## config.mk

```make
export PLATFORM = sky130hd
export DESIGN_NAME = conversion_and_system_instr_exec
export DESIGN_NICKNAME = d
export VERILOG_FILES = /design/src/logic/cvx_pkg.sv /design/src/logic/conversion_and_system_instr_exec.sv
export SDC_FILE = /design/constraint.sdc
export NUM_CORES = 1
export LEC_CHECK = 0
export ABC_AREA = 1
export BUFFER_PORTS_ARGS = -buffer_cell sky130_fd_sc_hd__buf_4
export CORE_ASPECT_RATIO = 1.4
export CORE_MARGIN = 2
export CORE_UTILIZATION = 55
export DETAILED_ROUTE_END_ITERATION = 16
export PLACE_DENSITY = 0.91
export REMOVE_ABC_BUFFERS = 1
export SLEW_MARGIN = 20
export SYNTH_ARGS = -nofsm -noshare
export SYNTH_HDL_FRONTEND = slang
export SYNTH_SLANG_ARGS = --single-unit
```

## constraint.sdc

```tcl
create_clock -name pclk -period 2.58 [get_ports pclk]
set_input_delay 0.258 -clock pclk [delete_from_list [all_inputs] [get_ports pclk]]
set_output_delay 0.258 -clock pclk [all_outputs]
set_load 0.01 [all_outputs]
```

## src/logic/cvx_pkg.sv

```systemverilog
// constants and types shared by the conversion and system instruction executor
package cvx_pkg;
	// ==========================================
	// instruction codes (10-bit words)
	localparam logic [9:0] OP_READ_CONV_RESULT_HIGH = 10'h279;
	localparam logic [9:0] OP_READ_CONV_RESULT_LOW = 10'h249;
	localparam logic [9:0] OP_WRITE_COMPARE_VALUE = 10'h239;
	localparam logic [9:0] OP_READ_CONV_CONTROL = 10'h244;
	localparam logic [9:0] OP_WRITE_CONV_CONTROL = 10'h204;
	localparam logic [9:0] OP_START_CONVERSION = 10'h29F;
	localparam logic [9:0] OP_SKIP_ON_CONVERSION_DONE = 10'h287;
	localparam logic [9:0] OP_NO_OPERATION = 10'h000;
	localparam logic [9:0] OP_ENTER_BACKUP = 10'h002;
	localparam logic [9:0] OP_ARM_BACKUP_ENTRY = 10'h05B;
	localparam logic [9:0] OP_SKIP_IF_BACKUP_FLAG = 10'h003;
	localparam logic [9:0] OP_ARM_WATCHDOG_STOP = 10'h29C;
	localparam logic [9:0] OP_WATCHDOG_FLAG_CLEAR_SKIP = 10'h2A0;
	localparam logic [9:0] OP_SOFTWARE_SYSTEM_RESET = 10'h001;
	localparam logic [9:0] OP_CLEAR_UPPER_REF_FLAG = 10'h058;
	localparam logic [9:0] OP_SET_UPPER_REF_FLAG = 10'h059;
	localparam logic [9:0] OP_ARM_BACKUP_VOLTAGE_MONITOR = 10'h293;
	// ==========================================
	// register offsets (byte addresses)
	localparam logic [7:0] ADDR_INSTR = 8'h00;
	localparam logic [7:0] ADDR_ACC = 8'h04;
	localparam logic [7:0] ADDR_ICR2 = 8'h08;
	localparam logic [7:0] ADDR_STATUS = 8'h0C;
	// ==========================================
	// field positions
	localparam int MODE_BIT = 3;
	localparam int DONE_SKIP_DISABLE_BIT = 2;
	localparam int ACC_B_LSB = 4;
	localparam int ST_CMP_LSB = 4;
	localparam int ST_DONE = 12;
	localparam int ST_BACKUP_FLAG = 13;
	localparam int ST_WATCHDOG_FLAG_ONE = 14;
	localparam int ST_UPPER_REF = 15;
	localparam int ST_IN_BACKUP = 16;
	localparam int ST_WDT_STOPPED = 17;
	localparam int ST_VMON_ARMED = 18;
	// ==========================================
	// reset values
	localparam logic [3:0] RST_NIBBLE = 4'h0;
	localparam logic [7:0] RST_COMPARE = 8'h00;
	localparam logic [9:0] RST_OPCODE = 10'h000;
	// ==========================================
	// one-cycle events toward the cpu core and the converter
	typedef struct packed {
		logic pc_advance;
		logic skip_next;
		logic start_adc;
		logic start_compare;
		logic system_reset;
	} exec_evt_t;
	typedef enum logic [1:0] {
		ST_RUN = 2'b01,
		ST_BACKUP = 2'b10
	} power_state_t;
endpackage

```

## src/logic/conversion_and_system_instr_exec.sv

```systemverilog
// executor for converter and system instructions, apb register access
//
// The placing of the registers and the APB register port are this design's own decisions.
`timescale 1ns/1ps

module conversion_and_system_instr_exec #(
	parameter bit HAS_VOLTAGE_MONITOR = 1'b1
) (
	input wire logic pclk,
	input wire logic presetn,
	input wire logic psel,
	input wire logic penable,
	input wire logic pwrite,
	input wire logic [7:0] paddr,
	input wire logic [31:0] pwdata,
	output logic [31:0] prdata,
	output logic pready,
	output logic pslverr,
	input wire logic [9:0] conv_result,
	input wire logic conv_done,
	input wire logic backup_wake,
	input wire logic watchdog_overflow,
	output cvx_pkg::exec_evt_t exec_evt,
	output logic watchdog_stopped,
	output logic upper_bit_reference_enable,
	output logic voltage_detect_enable,
	output logic functions_stopped
);
	import cvx_pkg::*;

	// ==========================================
	// state
	logic [3:0] acc_a_q, acc_a_d;
	logic [3:0] acc_b_q, acc_b_d;
	logic [7:0] compare_q, compare_d;
	logic [3:0] converter_control_reg_q, converter_control_reg_d;
	logic [3:0] interrupt_control_reg_two_q, interrupt_control_reg_two_d;
	logic conversion_done_flag_q, conversion_done_flag_d;
	logic backup_flag_q, backup_flag_d;
	logic watchdog_flag_one_q, watchdog_flag_one_d;
	logic upper_ref_q, upper_ref_d;
	logic wdt_stopped_q, wdt_stopped_d;
	logic vmon_armed_q, vmon_armed_d;
	logic backup_armed_q, backup_armed_d;
	logic wdt_armed_q, wdt_armed_d;
	logic [9:0] last_op_q, last_op_d;
	power_state_t pstate_q, pstate_d;
	exec_evt_t evt_q, evt_d;

	logic acc_wr;
	logic instr_wr;
	logic exec;
	logic mode_cmp;
	logic [9:0] op;
	logic [31:0] rdata;
	logic mapped;

	// ==========================================
	// apb decode: zero wait states, unmapped address answers with pslverr
	assign pready = 1'b1;
	assign mapped = (paddr == ADDR_INSTR) || (paddr == ADDR_ACC) || (paddr == ADDR_ICR2) || (paddr == ADDR_STATUS);
	assign pslverr = psel && penable && !mapped;
	assign instr_wr = psel && penable && pwrite && (paddr == ADDR_INSTR);
	assign acc_wr = psel && penable && pwrite && (paddr == ADDR_ACC);
	assign op = pwdata[9:0];
	// in backup nothing executes, so the core cannot leave it by itself
	assign exec = instr_wr && (pstate_q == ST_RUN);
	assign mode_cmp = converter_control_reg_q[MODE_BIT];

	always_comb begin
		rdata = 32'h0000_0000;
		unique case (paddr)
			ADDR_INSTR: rdata[9:0] = last_op_q;
			ADDR_ACC: rdata[7:0] = {acc_b_q, acc_a_q};
			ADDR_ICR2: rdata[3:0] = interrupt_control_reg_two_q;
			ADDR_STATUS: begin
				rdata[3:0] = converter_control_reg_q;
				rdata[ST_CMP_LSB +: 8] = compare_q;
				rdata[ST_DONE] = conversion_done_flag_q;
				rdata[ST_BACKUP_FLAG] = backup_flag_q;
				rdata[ST_WATCHDOG_FLAG_ONE] = watchdog_flag_one_q;
				rdata[ST_UPPER_REF] = upper_ref_q;
				rdata[ST_IN_BACKUP] = (pstate_q == ST_BACKUP);
				rdata[ST_WDT_STOPPED] = wdt_stopped_q;
				rdata[ST_VMON_ARMED] = vmon_armed_q;
			end
			default: rdata = 32'h0000_0000;
		endcase
	end
	assign prdata = (psel && !pwrite && mapped) ? rdata : 32'h0000_0000;

	// ==========================================
	// instruction execution
	always_comb begin
		acc_a_d = acc_a_q;
		acc_b_d = acc_b_q;
		compare_d = compare_q;
		converter_control_reg_d = converter_control_reg_q;
		interrupt_control_reg_two_d = interrupt_control_reg_two_q;
		conversion_done_flag_d = conversion_done_flag_q;
		backup_flag_d = backup_flag_q;
		watchdog_flag_one_d = watchdog_flag_one_q;
		upper_ref_d = upper_ref_q;
		wdt_stopped_d = wdt_stopped_q;
		vmon_armed_d = vmon_armed_q;
		backup_armed_d = backup_armed_q;
		wdt_armed_d = wdt_armed_q;
		last_op_d = last_op_q;
		pstate_d = pstate_q;
		evt_d = '0;
		if (acc_wr) begin
			acc_a_d = pwdata[3:0];
			acc_b_d = pwdata[ACC_B_LSB +: 4];
		end
		if (psel && penable && pwrite && (paddr == ADDR_ICR2)) begin
			interrupt_control_reg_two_d = pwdata[3:0];
		end
		if (exec) begin
			last_op_d = op;
			evt_d.pc_advance = 1'b1;
			// arming lasts for exactly one following instruction
			backup_armed_d = (op == OP_ARM_BACKUP_ENTRY);
			wdt_armed_d = (op == OP_ARM_WATCHDOG_STOP);
			unique case (op)
				OP_READ_CONV_RESULT_HIGH: begin
					if (mode_cmp) begin
						acc_b_d = compare_q[7:4];
						acc_a_d = compare_q[3:0];
					end else begin
						acc_b_d = conv_result[9:6];
						acc_a_d = conv_result[5:2];
					end
				end
				OP_READ_CONV_RESULT_LOW: acc_a_d = {conv_result[1:0], 2'b00};
				OP_WRITE_COMPARE_VALUE: begin
					if (mode_cmp) begin
						compare_d = {acc_b_q, acc_a_q};
					end
					// adc mode falls through as a plain counter advance
				end
				OP_READ_CONV_CONTROL: acc_a_d = converter_control_reg_q;
				OP_WRITE_CONV_CONTROL: converter_control_reg_d = acc_a_q;
				OP_START_CONVERSION: begin
					conversion_done_flag_d = 1'b0;
					evt_d.start_adc = !mode_cmp;
					evt_d.start_compare = mode_cmp;
				end
				OP_SKIP_ON_CONVERSION_DONE: begin
					if (!interrupt_control_reg_two_q[DONE_SKIP_DISABLE_BIT] && conversion_done_flag_q) begin
						evt_d.skip_next = 1'b1;
						conversion_done_flag_d = 1'b0;
					end
					// disabled: flag and flow untouched
				end
				OP_ENTER_BACKUP: begin
					if (backup_armed_q) begin
						pstate_d = ST_BACKUP;
					end
					// unarmed entry only advances the counter
				end
				OP_SKIP_IF_BACKUP_FLAG: evt_d.skip_next = backup_flag_q;
				OP_WATCHDOG_FLAG_CLEAR_SKIP: begin
					evt_d.skip_next = watchdog_flag_one_q;
					watchdog_flag_one_d = 1'b0;
					if (wdt_armed_q) begin
						wdt_stopped_d = 1'b1;
					end
				end
				OP_SOFTWARE_SYSTEM_RESET: evt_d.system_reset = 1'b1;
				OP_CLEAR_UPPER_REF_FLAG: upper_ref_d = 1'b0;
				OP_SET_UPPER_REF_FLAG: upper_ref_d = 1'b1;
				OP_ARM_BACKUP_VOLTAGE_MONITOR: vmon_armed_d = HAS_VOLTAGE_MONITOR;
				default: begin
				end
			endcase
		end
		// hardware events win over a clear in the same cycle
		if (conv_done) begin
			conversion_done_flag_d = 1'b1;
		end
		if (watchdog_overflow && !wdt_stopped_q) begin
			watchdog_flag_one_d = 1'b1;
		end
		if ((pstate_q == ST_BACKUP) && backup_wake) begin
			pstate_d = ST_RUN;
			backup_flag_d = 1'b1;
		end
	end

	// software reset reloads every register at the edge after the pulse
	always_ff @(posedge pclk or negedge presetn) begin
		if (!presetn) begin
			acc_a_q <= RST_NIBBLE;
			acc_b_q <= RST_NIBBLE;
			compare_q <= RST_COMPARE;
			converter_control_reg_q <= RST_NIBBLE;
			interrupt_control_reg_two_q <= RST_NIBBLE;
			conversion_done_flag_q <= 1'b0;
			backup_flag_q <= 1'b0;
			watchdog_flag_one_q <= 1'b0;
			upper_ref_q <= 1'b0;
			wdt_stopped_q <= 1'b0;
			vmon_armed_q <= 1'b0;
			backup_armed_q <= 1'b0;
			wdt_armed_q <= 1'b0;
			last_op_q <= RST_OPCODE;
			pstate_q <= ST_RUN;
			evt_q <= '0;
		end else if (evt_q.system_reset) begin
			acc_a_q <= RST_NIBBLE;
			acc_b_q <= RST_NIBBLE;
			compare_q <= RST_COMPARE;
			converter_control_reg_q <= RST_NIBBLE;
			interrupt_control_reg_two_q <= RST_NIBBLE;
			conversion_done_flag_q <= 1'b0;
			backup_flag_q <= 1'b0;
			watchdog_flag_one_q <= 1'b0;
			upper_ref_q <= 1'b0;
			wdt_stopped_q <= 1'b0;
			vmon_armed_q <= 1'b0;
			backup_armed_q <= 1'b0;
			wdt_armed_q <= 1'b0;
			last_op_q <= RST_OPCODE;
			pstate_q <= ST_RUN;
			evt_q <= '0;
		end else begin
			acc_a_q <= acc_a_d;
			acc_b_q <= acc_b_d;
			compare_q <= compare_d;
			converter_control_reg_q <= converter_control_reg_d;
			interrupt_control_reg_two_q <= interrupt_control_reg_two_d;
			conversion_done_flag_q <= conversion_done_flag_d;
			backup_flag_q <= backup_flag_d;
			watchdog_flag_one_q <= watchdog_flag_one_d;
			upper_ref_q <= upper_ref_d;
			wdt_stopped_q <= wdt_stopped_d;
			vmon_armed_q <= vmon_armed_d;
			backup_armed_q <= backup_armed_d;
			wdt_armed_q <= wdt_armed_d;
			last_op_q <= last_op_d;
			pstate_q <= pstate_d;
			evt_q <= evt_d;
		end
	end

	assign exec_evt = evt_q;
	assign watchdog_stopped = wdt_stopped_q;
	assign upper_bit_reference_enable = upper_ref_q;
	assign functions_stopped = (pstate_q == ST_BACKUP);
	assign voltage_detect_enable = vmon_armed_q && (pstate_q == ST_BACKUP);

	// ==========================================
	// assertions
	property p_high_adc;
		@(posedge pclk) disable iff (!presetn)
		exec && op == OP_READ_CONV_RESULT_HIGH && !mode_cmp && !evt_q.system_reset
		|=> acc_b_q == $past(conv_result[9:6]) && acc_a_q == $past(conv_result[5:2]);
	endproperty
	a_high_adc: assert property (p_high_adc) else $error("adc high read wrong");

	property p_high_cmp;
		@(posedge pclk) disable iff (!presetn)
		exec && op == OP_READ_CONV_RESULT_HIGH && mode_cmp && !evt_q.system_reset
		|=> {acc_b_q, acc_a_q} == $past(compare_q);
	endproperty
	a_high_cmp: assert property (p_high_cmp) else $error("comparator read wrong");

	property p_low;
		@(posedge pclk) disable iff (!presetn)
		exec && op == OP_READ_CONV_RESULT_LOW && !evt_q.system_reset
		|=> acc_a_q[3:2] == $past(conv_result[1:0]) && acc_a_q[0] == 1'b0;
	endproperty
	a_low: assert property (p_low) else $error("low read wrong");

	property p_cmp_write;
		@(posedge pclk) disable iff (!presetn)
		exec && op == OP_WRITE_COMPARE_VALUE && !evt_q.system_reset
		|=> (mode_cmp ? compare_q == {$past(acc_b_q), $past(acc_a_q)} : $stable(compare_q)) ##1 $stable(compare_q)
			or (exec && op == OP_WRITE_COMPARE_VALUE) or evt_q.system_reset;
	endproperty
	a_cmp_write: assert property (p_cmp_write) else $error("compare write wrong");

	property p_start;
		@(posedge pclk) disable iff (!presetn)
		exec && op == OP_START_CONVERSION && !conv_done && !evt_q.system_reset
		|=> !conversion_done_flag_q && exec_evt.start_adc == !$past(mode_cmp) && exec_evt.start_compare == $past(mode_cmp);
	endproperty
	a_start: assert property (p_start) else $error("start did not clear done flag");

	property p_skip_done;
		@(posedge pclk) disable iff (!presetn)
		exec && op == OP_SKIP_ON_CONVERSION_DONE && !evt_q.system_reset
		|=> exec_evt.skip_next == ($past(conversion_done_flag_q) && !$past(interrupt_control_reg_two_q[2]));
	endproperty
	a_skip_done: assert property (p_skip_done) else $error("done skip wrong");

	property p_backup;
		@(posedge pclk) disable iff (!presetn)
		exec && op == OP_ENTER_BACKUP && !evt_q.system_reset
		|=> functions_stopped == $past(backup_armed_q);
	endproperty
	a_backup: assert property (p_backup) else $error("backup entry wrong");

	property p_wdt_stop;
		@(posedge pclk) disable iff (!presetn)
		!wdt_stopped_q && !evt_q.system_reset ##1 wdt_stopped_q
		|-> $past(exec) && $past(op) == OP_WATCHDOG_FLAG_CLEAR_SKIP && $past(wdt_armed_q);
	endproperty
	a_wdt_stop: assert property (p_wdt_stop) else $error("watchdog stopped without arming");

	property p_upper;
		@(posedge pclk) disable iff (!presetn)
		exec && (op == OP_SET_UPPER_REF_FLAG || op == OP_CLEAR_UPPER_REF_FLAG) && !evt_q.system_reset
		|=> upper_bit_reference_enable == ($past(op) == OP_SET_UPPER_REF_FLAG) ##1 1'b1;
	endproperty
	a_upper: assert property (p_upper) else $error("upper reference flag wrong");

	property p_nop;
		@(posedge pclk) disable iff (!presetn)
		exec && op == OP_NO_OPERATION && !evt_q.system_reset
		|=> $stable({acc_b_q, acc_a_q, compare_q, converter_control_reg_q, upper_ref_q, wdt_stopped_q})
			&& !functions_stopped && exec_evt == exec_evt_t'(5'h10);
	endproperty
	a_nop: assert property (p_nop) else $error("no-op changed state");

	property p_ctrl_write;
		@(posedge pclk) disable iff (!presetn)
		exec && op == OP_WRITE_CONV_CONTROL && !evt_q.system_reset
		|=> converter_control_reg_q == $past(acc_a_q);
	endproperty
	a_ctrl_write: assert property (p_ctrl_write) else $error("control write wrong");

	property p_ctrl_read;
		@(posedge pclk) disable iff (!presetn)
		exec && op == OP_READ_CONV_CONTROL && !evt_q.system_reset
		|=> acc_a_q == $past(converter_control_reg_q) && acc_b_q == $past(acc_b_q);
	endproperty
	a_ctrl_read: assert property (p_ctrl_read) else $error("control read wrong");

	property p_skip_backup;
		@(posedge pclk) disable iff (!presetn)
		exec && op == OP_SKIP_IF_BACKUP_FLAG && !evt_q.system_reset
		|=> exec_evt.skip_next == $past(backup_flag_q) && $stable(backup_flag_q);
	endproperty
	a_skip_backup: assert property (p_skip_backup) else $error("backup flag skip wrong");

	property p_wdf_skip;
		@(posedge pclk) disable iff (!presetn)
		exec && op == OP_WATCHDOG_FLAG_CLEAR_SKIP && !evt_q.system_reset && !watchdog_overflow
		|=> exec_evt.skip_next == $past(watchdog_flag_one_q) && !watchdog_flag_one_q;
	endproperty
	a_wdf_skip: assert property (p_wdf_skip) else $error("watchdog flag skip wrong");

	property p_soft_reset;
		@(posedge pclk) disable iff (!presetn)
		evt_q.system_reset
		|=> {acc_b_q, acc_a_q} == {RST_NIBBLE, RST_NIBBLE} && compare_q == RST_COMPARE && exec_evt == exec_evt_t'(5'h00)
			&& !functions_stopped && !watchdog_stopped && !upper_bit_reference_enable;
	endproperty
	a_soft_reset: assert property (p_soft_reset) else $error("software reset incomplete");

	property p_vmon;
		@(posedge pclk) disable iff (!presetn)
		exec && op == OP_ARM_BACKUP_VOLTAGE_MONITOR && !evt_q.system_reset
		|=> vmon_armed_q == HAS_VOLTAGE_MONITOR && !voltage_detect_enable;
	endproperty
	a_vmon: assert property (p_vmon) else $error("voltage monitor arming wrong");
endmodule

```

==> results of run 1 <==
==> repair_timing <==
action / CTS / global route
hold buffers: 1 / 0
endpoints found under the setup margin: 0 / 0
endpoints found under the hold margin: 37 / 0
resized for setup: 0 / 0
==> flip-flops by register name, summed over array words and instances, names as in the netlist, 2 cells and up <==
register and count:
acc_a_q 4, exec_evt 5, converter_control_reg_q 4, acc_b_q 4, last_op_q 10, pstate_q 2, compare_q 8, interrupt_control_reg_two_q 4
==> cells in the mapped netlist, types with 6 or more instances <==
| cell | instances |
|---|---|
| buf_4 | 14 |
| nand2_2 | 8 |
| nand3_1 | 53 |
| nor2_1 | 56 |
| o21ai_0 | 22 |
| dfrtp_1 | 48 |
| inv_2 | 8 |
| nor3_1 | 6 |
| nand2_1 | 132 |
| inv_1 | 54 |
| nand4_1 | 10 |
| a21oi_1 | 12 |
==> area by class of cell <==
cell class / count / area [sq um]
Timing Repair Buffer: 70 / 528
Clock inverter: 2 / 10.0
Clock buffer: 6 / 72.6
Sequential cell: 49 / 1230
Fill cell: 515 / 1970
Inverter: 62 / 233
Tap cell: 70 / 87.6
Multi-Input combinational cell: 355 / 1770
==> layout by cell type (no fill, tap or decap), types with 3 or more instances in the layout <==
cell | synthesis | final
nand2_1 | 132 | 132
o21ai_0 | 22 | 22
nor3b_1 | 3 | 3
o211ai_1 | 3 | 3
nand3_1 | 53 | 53
nor2_2 | 5 | 5
clkbuf_8 | 0 | 5
inv_1 | 54 | 54
dfrtp_1 | 48 | 48
nand2_2 | 8 | 8
o22ai_2 | 5 | 5
nor2_1 | 56 | 56
inv_2 | 8 | 8
conb_1 | 2 | 14
o22ai_1 | 4 | 4
nor3_1 | 6 | 6
nor3_2 | 5 | 5
a21oi_1 | 12 | 12
buf_4 | 14 | 69
nand4_1 | 10 | 10
nor2_4 | 5 | 5
==> critical path: cells and delay by family <==
family | cells | cell delay (ps)
AND/OR/NAND/NOR | 6 | 1310
buffers and inverters | 3 | 340
==> worst paths after layout <==
path | start | endpoint | slack (ps) | cells after the start
max in group asynchronous | presetn | last_op_q[8]$_DFFE_PN0P_ | 1630 | 2
min in group asynchronous | presetn | interrupt_control_reg_two_q[0]$_DFFE_PN0P_ | 520 | 2
min | conv_done | conversion_done_flag_q$_DFFE_PN0P_ | 170 | 3
max | paddr[6] | prdata[15] | 420 | 9
min reg2reg | compare_q[0]$_DFFE_PN0P_ | compare_q[0]$_DFFE_PN0P_ | 480 | 2
max reg2reg | pstate_q[0]$_DFFE_PN1P_ | compare_q[2]$_DFFE_PN0P_ | 710 | 7
==> where the power goes <==
part	internal (mW)	switching, mW	leakage [nW]	total [mW]
Sequential	0.774	0.00414	0.640	0.778
Clock	0.189	0.259	0.0450	0.448
Combinational	0.0593	0.110	1.37	0.170
Total	1.02	0.374	2.05	1.40
==> metal layers <==
metal  GRT usage [%]  up-vias
met2            50.2      191
met4            14.6        0
li1                -     1635
met1            31.9     1550
met3            3.11       45
met5               0        -
==> through the flow <==
stage          setup WS, ps  cell area (sq um)
3_5_place_dp            440               3840
5_1_grt                 303               3930
6_report                416               3930
4_1_cts                 435               3930
3_3_place_gp            535               3840
2_1_floorplan           952               3230
==> kinds of logic (layout without fill, tap and decap cells) <==
group | Yosys count | after routing
other | 2 | 14
AO/OA/AOI/OAI | 50 | 50
AND/OR/NAND/NOR | 291 | 291
flip-flops | 49 | 49
buffers and inverters | 88 | 140
==> summary.md, run 1 <==
| Metric | Value |
|---|---|
| Top FF cell, synth | dfrtp_1 |
| Post-synth EDFFs | 0 |
| First-pass GRT wire length | roughly 15000 um |
| Worst slew pin tran | approximately 640 ps |
| Avg Vias per Cell | 5.57 |
| Die X | 70.1 um |
| CP Cell Sequence | buf_4 -> inv_1 -> nand2_1 -> nor2_8 -> nand3_2 -> nand2_1 -> nand2_2 -> nor3b_1 -> buf_4 |
| Post CTS Setup Buffer Count | 0 |
| Synth area leader | dfrtp_1 |
| Clk root buf | clkbuf_8 |
| Total grt overflow | 0 |
| Clk buf depth | 2 |
| Via count | 3421 |
| Nets | 601 |
| Syn Area/Cell | 7.01 sq um |
| Share of layout cells above drive strength 1 | 22.4% |
| Peak supply drop | 0.245 mV |
| Yosys warnings | 0 |
| Initial core utilization | 57.0% |
| Count of unique library cells instantiated by Yosys | 34 |
| Worst Skew | 12.0 ps |
| Top Layer Used | met4 |
| Number of global-route vias before repair | around 3200 |
| # setup viols final | 0 |
| Antenna violations before repair | 0 |
| Async set-reset flop share out of synthesis | 100% |
| CP required | approximately 2300 ps |
| Die height | 96.6 um |
| Core Util, Final | 66.6% |
| IO Pins | 101 |
| ANT cells | 0 |
| Outcome | finished clean |
| Synthesized cell area | 0.00337 sq mm |
| Placed insts | 605 |
| Area delta synth->final | 16.8% |
| Post-synthesis compound-gate area fraction | 9.63% |
| GR Util All Layers | about 28% |
| Startpoint types | input pin |
| Post-synthesis sequential element count | 49 |
| Fmax | 462 MHz |
| Sequential-to-total area share from yosys stat | 36.5% |
| Max Slew Vio Count | 0 |
| HP Class | in2reg |
| Pwr Total | 1.40 mW |
| Die Area | 0.00677 sq mm |
| Setup Total Neg Slack | 0 ps |
| HPWL Detailed | 6870 um |
| Lkg Pwr | 2.05 nW |
| Clk_lat worst skew | 310 ps |
| Crit end category | primary output |
| Met3 wire len | 706 um |
| Mux share of post-synthesis cell area | 0% |
| Port bufs | 64 |
| Post-Route M1 WL | 3430 um |
| RSZ-0062 raised after global routing | no |
| Placement Rows | 33 |
| Critical Path Fanout Max | 15 |
| Routability cong. | 0.947 |
| CP Data Arrival Time | about 1900 ps |
| CP Class | in2out |
| P per Cell Area | 355 mW/mm^2 |
| CTS Buf Count | 5 |
| Clock slew at reported path FFs | around 80 ps |
| Minimum clock period | around 2200 ps |
| Core Box Area | 0.00590 sq mm |
| Largest net degree at the start of global routing | 50 |
| CTS H-Tree Depth | 2 |
| Post-Synth Adder-Cell Area | 0% |
| Post-DRT Antenna Nets | 0 |
| WHS | ~170 ps |
| Crit-path slowest cell | nor3b_1 |
| Crit-path max cell delay | approximately 310 ps |
| Met2 wire length | 4640 um |
| XOR/XNOR share of the synthesized area | 0% |
| Final wirelength | 9150 um |
| CTS tree | built |
| Slew HR | a little under three fifths |
| Post-Synthesis Cells | 480 |
| Clock Sinks | 49 |
| Drt wl/cell | 14.9 um |
| Starting DRT DRC Count | 353 |
| Post-route insts no fill | 614 |
| Fin crit share | 83.9% |
| Post-synthesis simple-gate area fraction | 41.4% |
| Pre-antenna DRT Iters | 6 |
| Post-route DRC | 0 |
| Most area-consuming cells after synthesis | dfrtp_1 (36%), nand2_1 (15%), nand3_1 (7.9%) |
| Share of the synthesized area in the top cell type | 35.7% |
| Hold Violations, Final | 0 |
| Largest family of logic cells by synthesized area | simple AND/OR/NAND/NOR gates |
| Maxcap violations | 0 |
No activity file was read; power rests on OpenSTA's default activity.
==> run 2: changes to the inputs <==
ABC_AREA = 0   (was 1)
CORE_UTILIZATION = 51   (was 55)
PLACE_DENSITY = 0.88   (was 0.91)
clock period = 2.01 ns   (was 2.58 ns; I/O delays follow)
==> run 2 against run 1 <==
Against the previous run: core utilization decreased by 0.58 points; synthesized cell count decreased by 34%; die area decreased by 4.6%; combinational power increased by 14%; non-clock buffer count increased by 13.
==> summary.md, run 2 <==
| Metric | Value |
|---|---|
| Post-DRT Antenna Nets | 0 |
| Max reg flops | 10 |
| Startpoint types | register |
| Clk buf depth | 2 |
| Hold Violations, Final | 0 |
| Post-synth EDFFs | 0 |
| Die height | 94.3 um |
| Post-synthesis simple-gate area fraction | a little over a quarter |
| Hold Crit Start | conv_done |
| Fin crit share | 90.1% |
| CTS H-Tree Depth | 2 |
| Synthesized cell area | 0.00297 sq mm |
| Placement Rows | 32 |
| Total grt overflow | 0 |
| WHS | 115 ps |
| Busiest grt layer | met2 |
| CTS tree | built |
| Via count | 2621 |
| Core Box Area | 0.00557 sq mm |
| Max Slew Vio Count | 0 |
| Drt wl/cell | 16.5 um |
| Worst Hold Path Cells | 3 |
| Starting DRT DRC Count | 226 |
| Crit-path slowest cell | dfrtp_1 |
| Register area | around 0.0012 sq mm |
| Post-synthesis compound-gate area fraction | 9.36% |
| ANT cells | 0 |
| CP Data Arrival Time | 1610 ps |
| Slew HR | 59.3% |
| Most frequent cells in the layout | buf_4 (81), nor2_1 (51), dfrtp_1 (48) |
| CP Class | reg2out |
| First-pass GRT wire length | 12000 um |
| Crit-path max cell delay | roughly 520 ps |
| Area of the multi-input gates | 0.00161 sq mm |
| XOR/XNOR share of the synthesized area | 0% |
| Sequential-to-total area share from yosys stat | 41.3% |
| Clk root buf | clkbuf_8 |
| Final instance area | 0.00367 sq mm |
| Largest net degree at the start of global routing | 50 |
| Mux share of post-synthesis cell area | 15.9% |
| Crit end category | primary output |
| Port bufs | 64 |
| CP Cell Sequence | mux4_2 -> nor2b_1 -> buf_4 |
| Critical Path Fanout Max | 9 |
| HPWL Detailed | 5490 um |
| Synth area leader | dfrtp_1 |
| R2R Setup Slk | 200 ps |
| Pwr Total | 1.91 mW |
| RSZ-0062 raised after global routing | no |
| Pre-CTS setup slack | roughly 92 ps |
| Post-synthesis sequential element count | between 40 and 50 |
| Pre-antenna DRT Iters | 4 |
| Clock Sinks | 49 |
| Die Area | 0.00646 sq mm |
| P per Cell Area | 521 mW/mm^2 |
| Post CTS Setup Buffer Count | 0 |
| Yosys warnings | 0 |
| Fillers | about 450 |
| Post-Synth Adder-Cell Area | 0% |
| Syn Area/Cell | 9.34 sq um |
| Grt met2 use | roughly two fifths |
| Largest family of logic cells by synthesized area | simple AND/OR/NAND/NOR gates |
| Nets | ~440 |
| Post-Synthesis Cells | approximately 320 |
| Outcome | finished clean |
| FF-to-FF End | converter_control_reg_q[2]$_DFFE_PN0P_ |
| Maxcap violations | 0 |
| IO Pins | about 100 |
| Min setup slack post-route | 199 ps |
| Worst Skew | 3.47 ps |
| # setup viols final | 0 |
| Die X | 68.5 um |
| Most area-consuming cells after synthesis | dfrtp_1 (40%), mux2i_1 (9.1%), nor2_1 (6.4%) |
| Fmax | about 550 MHz |
| Clk_lat worst skew | approximately 310 ps |
| Initial core utilization | approximately 53% |
| Clock slew at reported path FFs | ~90 ps |
| CP required | 1810 ps |
| Share of layout cells above drive strength 1 | 29.5% |
| HP Class | in2reg |
| Post-Place Cell Area | 0.00353 sq mm |
| Post-route DRC | 0 |
| Setup Total Neg Slack | 0 ps |
| Avg Vias per Cell | 5.77 |
| WHS Endpoint | conversion_done_flag_q$_DFFE_PN0P_ |
| Area delta synth->final | 23.7% |
| Grt met3 use | approximately 3.2% |
| Synth cell count leaders | nor2_1 (51), dfrtp_1 (48), nand2_1 (33) |
| GR Util All Layers | between 20 and 30% |
| Largest Register | last_op_q |
| Share of the synthesized area in the top cell type | 40.5% |
| Number of global-route vias before repair | 2606 |
| Commonest non-fill, non-tap cell in the layout | buf_4 |
| Routability cong. | 0.934 |
| Lkg Pwr | roughly 1.8 nW |
| CTS Buf Count | 5 |
| Antenna violations before repair | 0 |
| Final wirelength | between 7000 and 8000 um |
| Minimum clock period | about 1800 ps |
| Worst-case reg-to-reg path depth | 5 |
| FF-to-FF Start | pstate_q[0]$_DFFE_PN1P_ |
| Peak supply drop | 0.401 mV |
| Worst slew pin tran | 610 ps |
| Global Route met1 Usage | 30.1% |
| Count of unique library cells instantiated by Yosys | 44 |
| Top FF cell, synth | dfrtp_1 |
| Top-count cell post-synth | nor2_1 |
| Async set-reset flop share out of synthesis | 100% |
[run 2: worst max path at each step]
| stage | cells past startpoint | from | slack [ps] | end |
|---|---|---|---|---|
| finish | 3 | converter_control_reg_q[3]$_DFFE_PN0P_ | 200 | prdata[3] |
| global route | 5 | pstate_q[0]$_DFFE_PN1P_ | 60 | exec_evt[0]$_DFF_PN0_ |
| CTS | 5 | pstate_q[0]$_DFFE_PN1P_ | 60 | acc_b_q[1]$_DFF_PN0_ |
| detailed placement | 5 | pstate_q[0]$_DFFE_PN1P_ | 90 | acc_b_q[1]$_DFF_PN0_ |
| global placement | 5 | pstate_q[0]$_DFFE_PN1P_ | 150 | acc_b_q[0]$_DFF_PN0_ |
| floorplan | 5 | pstate_q[0]$_DFFE_PN1P_ | -100 | compare_q[0]$_DFFE_PN0P_ |
[run 2: final cells by class]
class / instances / share of cell area, %
Clock buffer: 7 / 2.35
Clock inverter: 1 / 0.818
Multi-Input combinational cell: 246 / 43.7
Sequential cell: 49 / 33.4
Tap cell: 68 / 2.32
Timing Repair Buffer: 83 / 17.4
[run 2: cell families (layout without fill, tap and decap cells)]
family                 after synthesis  in the layout
buffers and inverters               35             91
other                                2             14
AO/OA/AOI/OAI                       42             42
flip-flops                          49             49
AND/OR/NAND/NOR                    149            149
multiplexers                        41             41
[run 2: critical path, delay by kind of cell, from the launching register on]
kind          cells  cell delay (ps)
buf+inv           1              140
flops             1              520
mux               1              500
simple gates      1              140
[run 2: repair_timing]
item                                   in CTS  in global routing
endpoints found under the hold margin      48                  0
setup endpoints to repair                   0                 24
hold buffers                                1                  0
resized for setup                           0                  3
[run 2: per-layer routing]
metal / part of all wire [%] / routed length [um] / up-vias
li1: - / - / 1216
met1: 39 / 2940 / 1273
met2: 51 / 3870 / 107
met3: 5.3 / 400 / 25
met4: 4.0 / 297 / 0
met5: 0 / 0 / -
[run 2: power breakdown]
| group | switching, mW | total [mW] | internal, mW |
|---|---|---|---|
| Clock | 0.322 | 0.728 | 0.406 |
| Combinational | 0.110 | 0.193 | 0.0825 |
| Sequential | 0.00308 | 0.991 | 0.988 |
| Total | 0.435 | 1.91 | 1.48 |
[run 2: metrics by stage]
step	instances	util [%]
2_1_floorplan	295	-
3_3_place_gp	445	63.4
3_5_place_dp	445	63.4
4_1_cts	454	65.7
5_1_grt	454	66.0
6_report	454	66.0
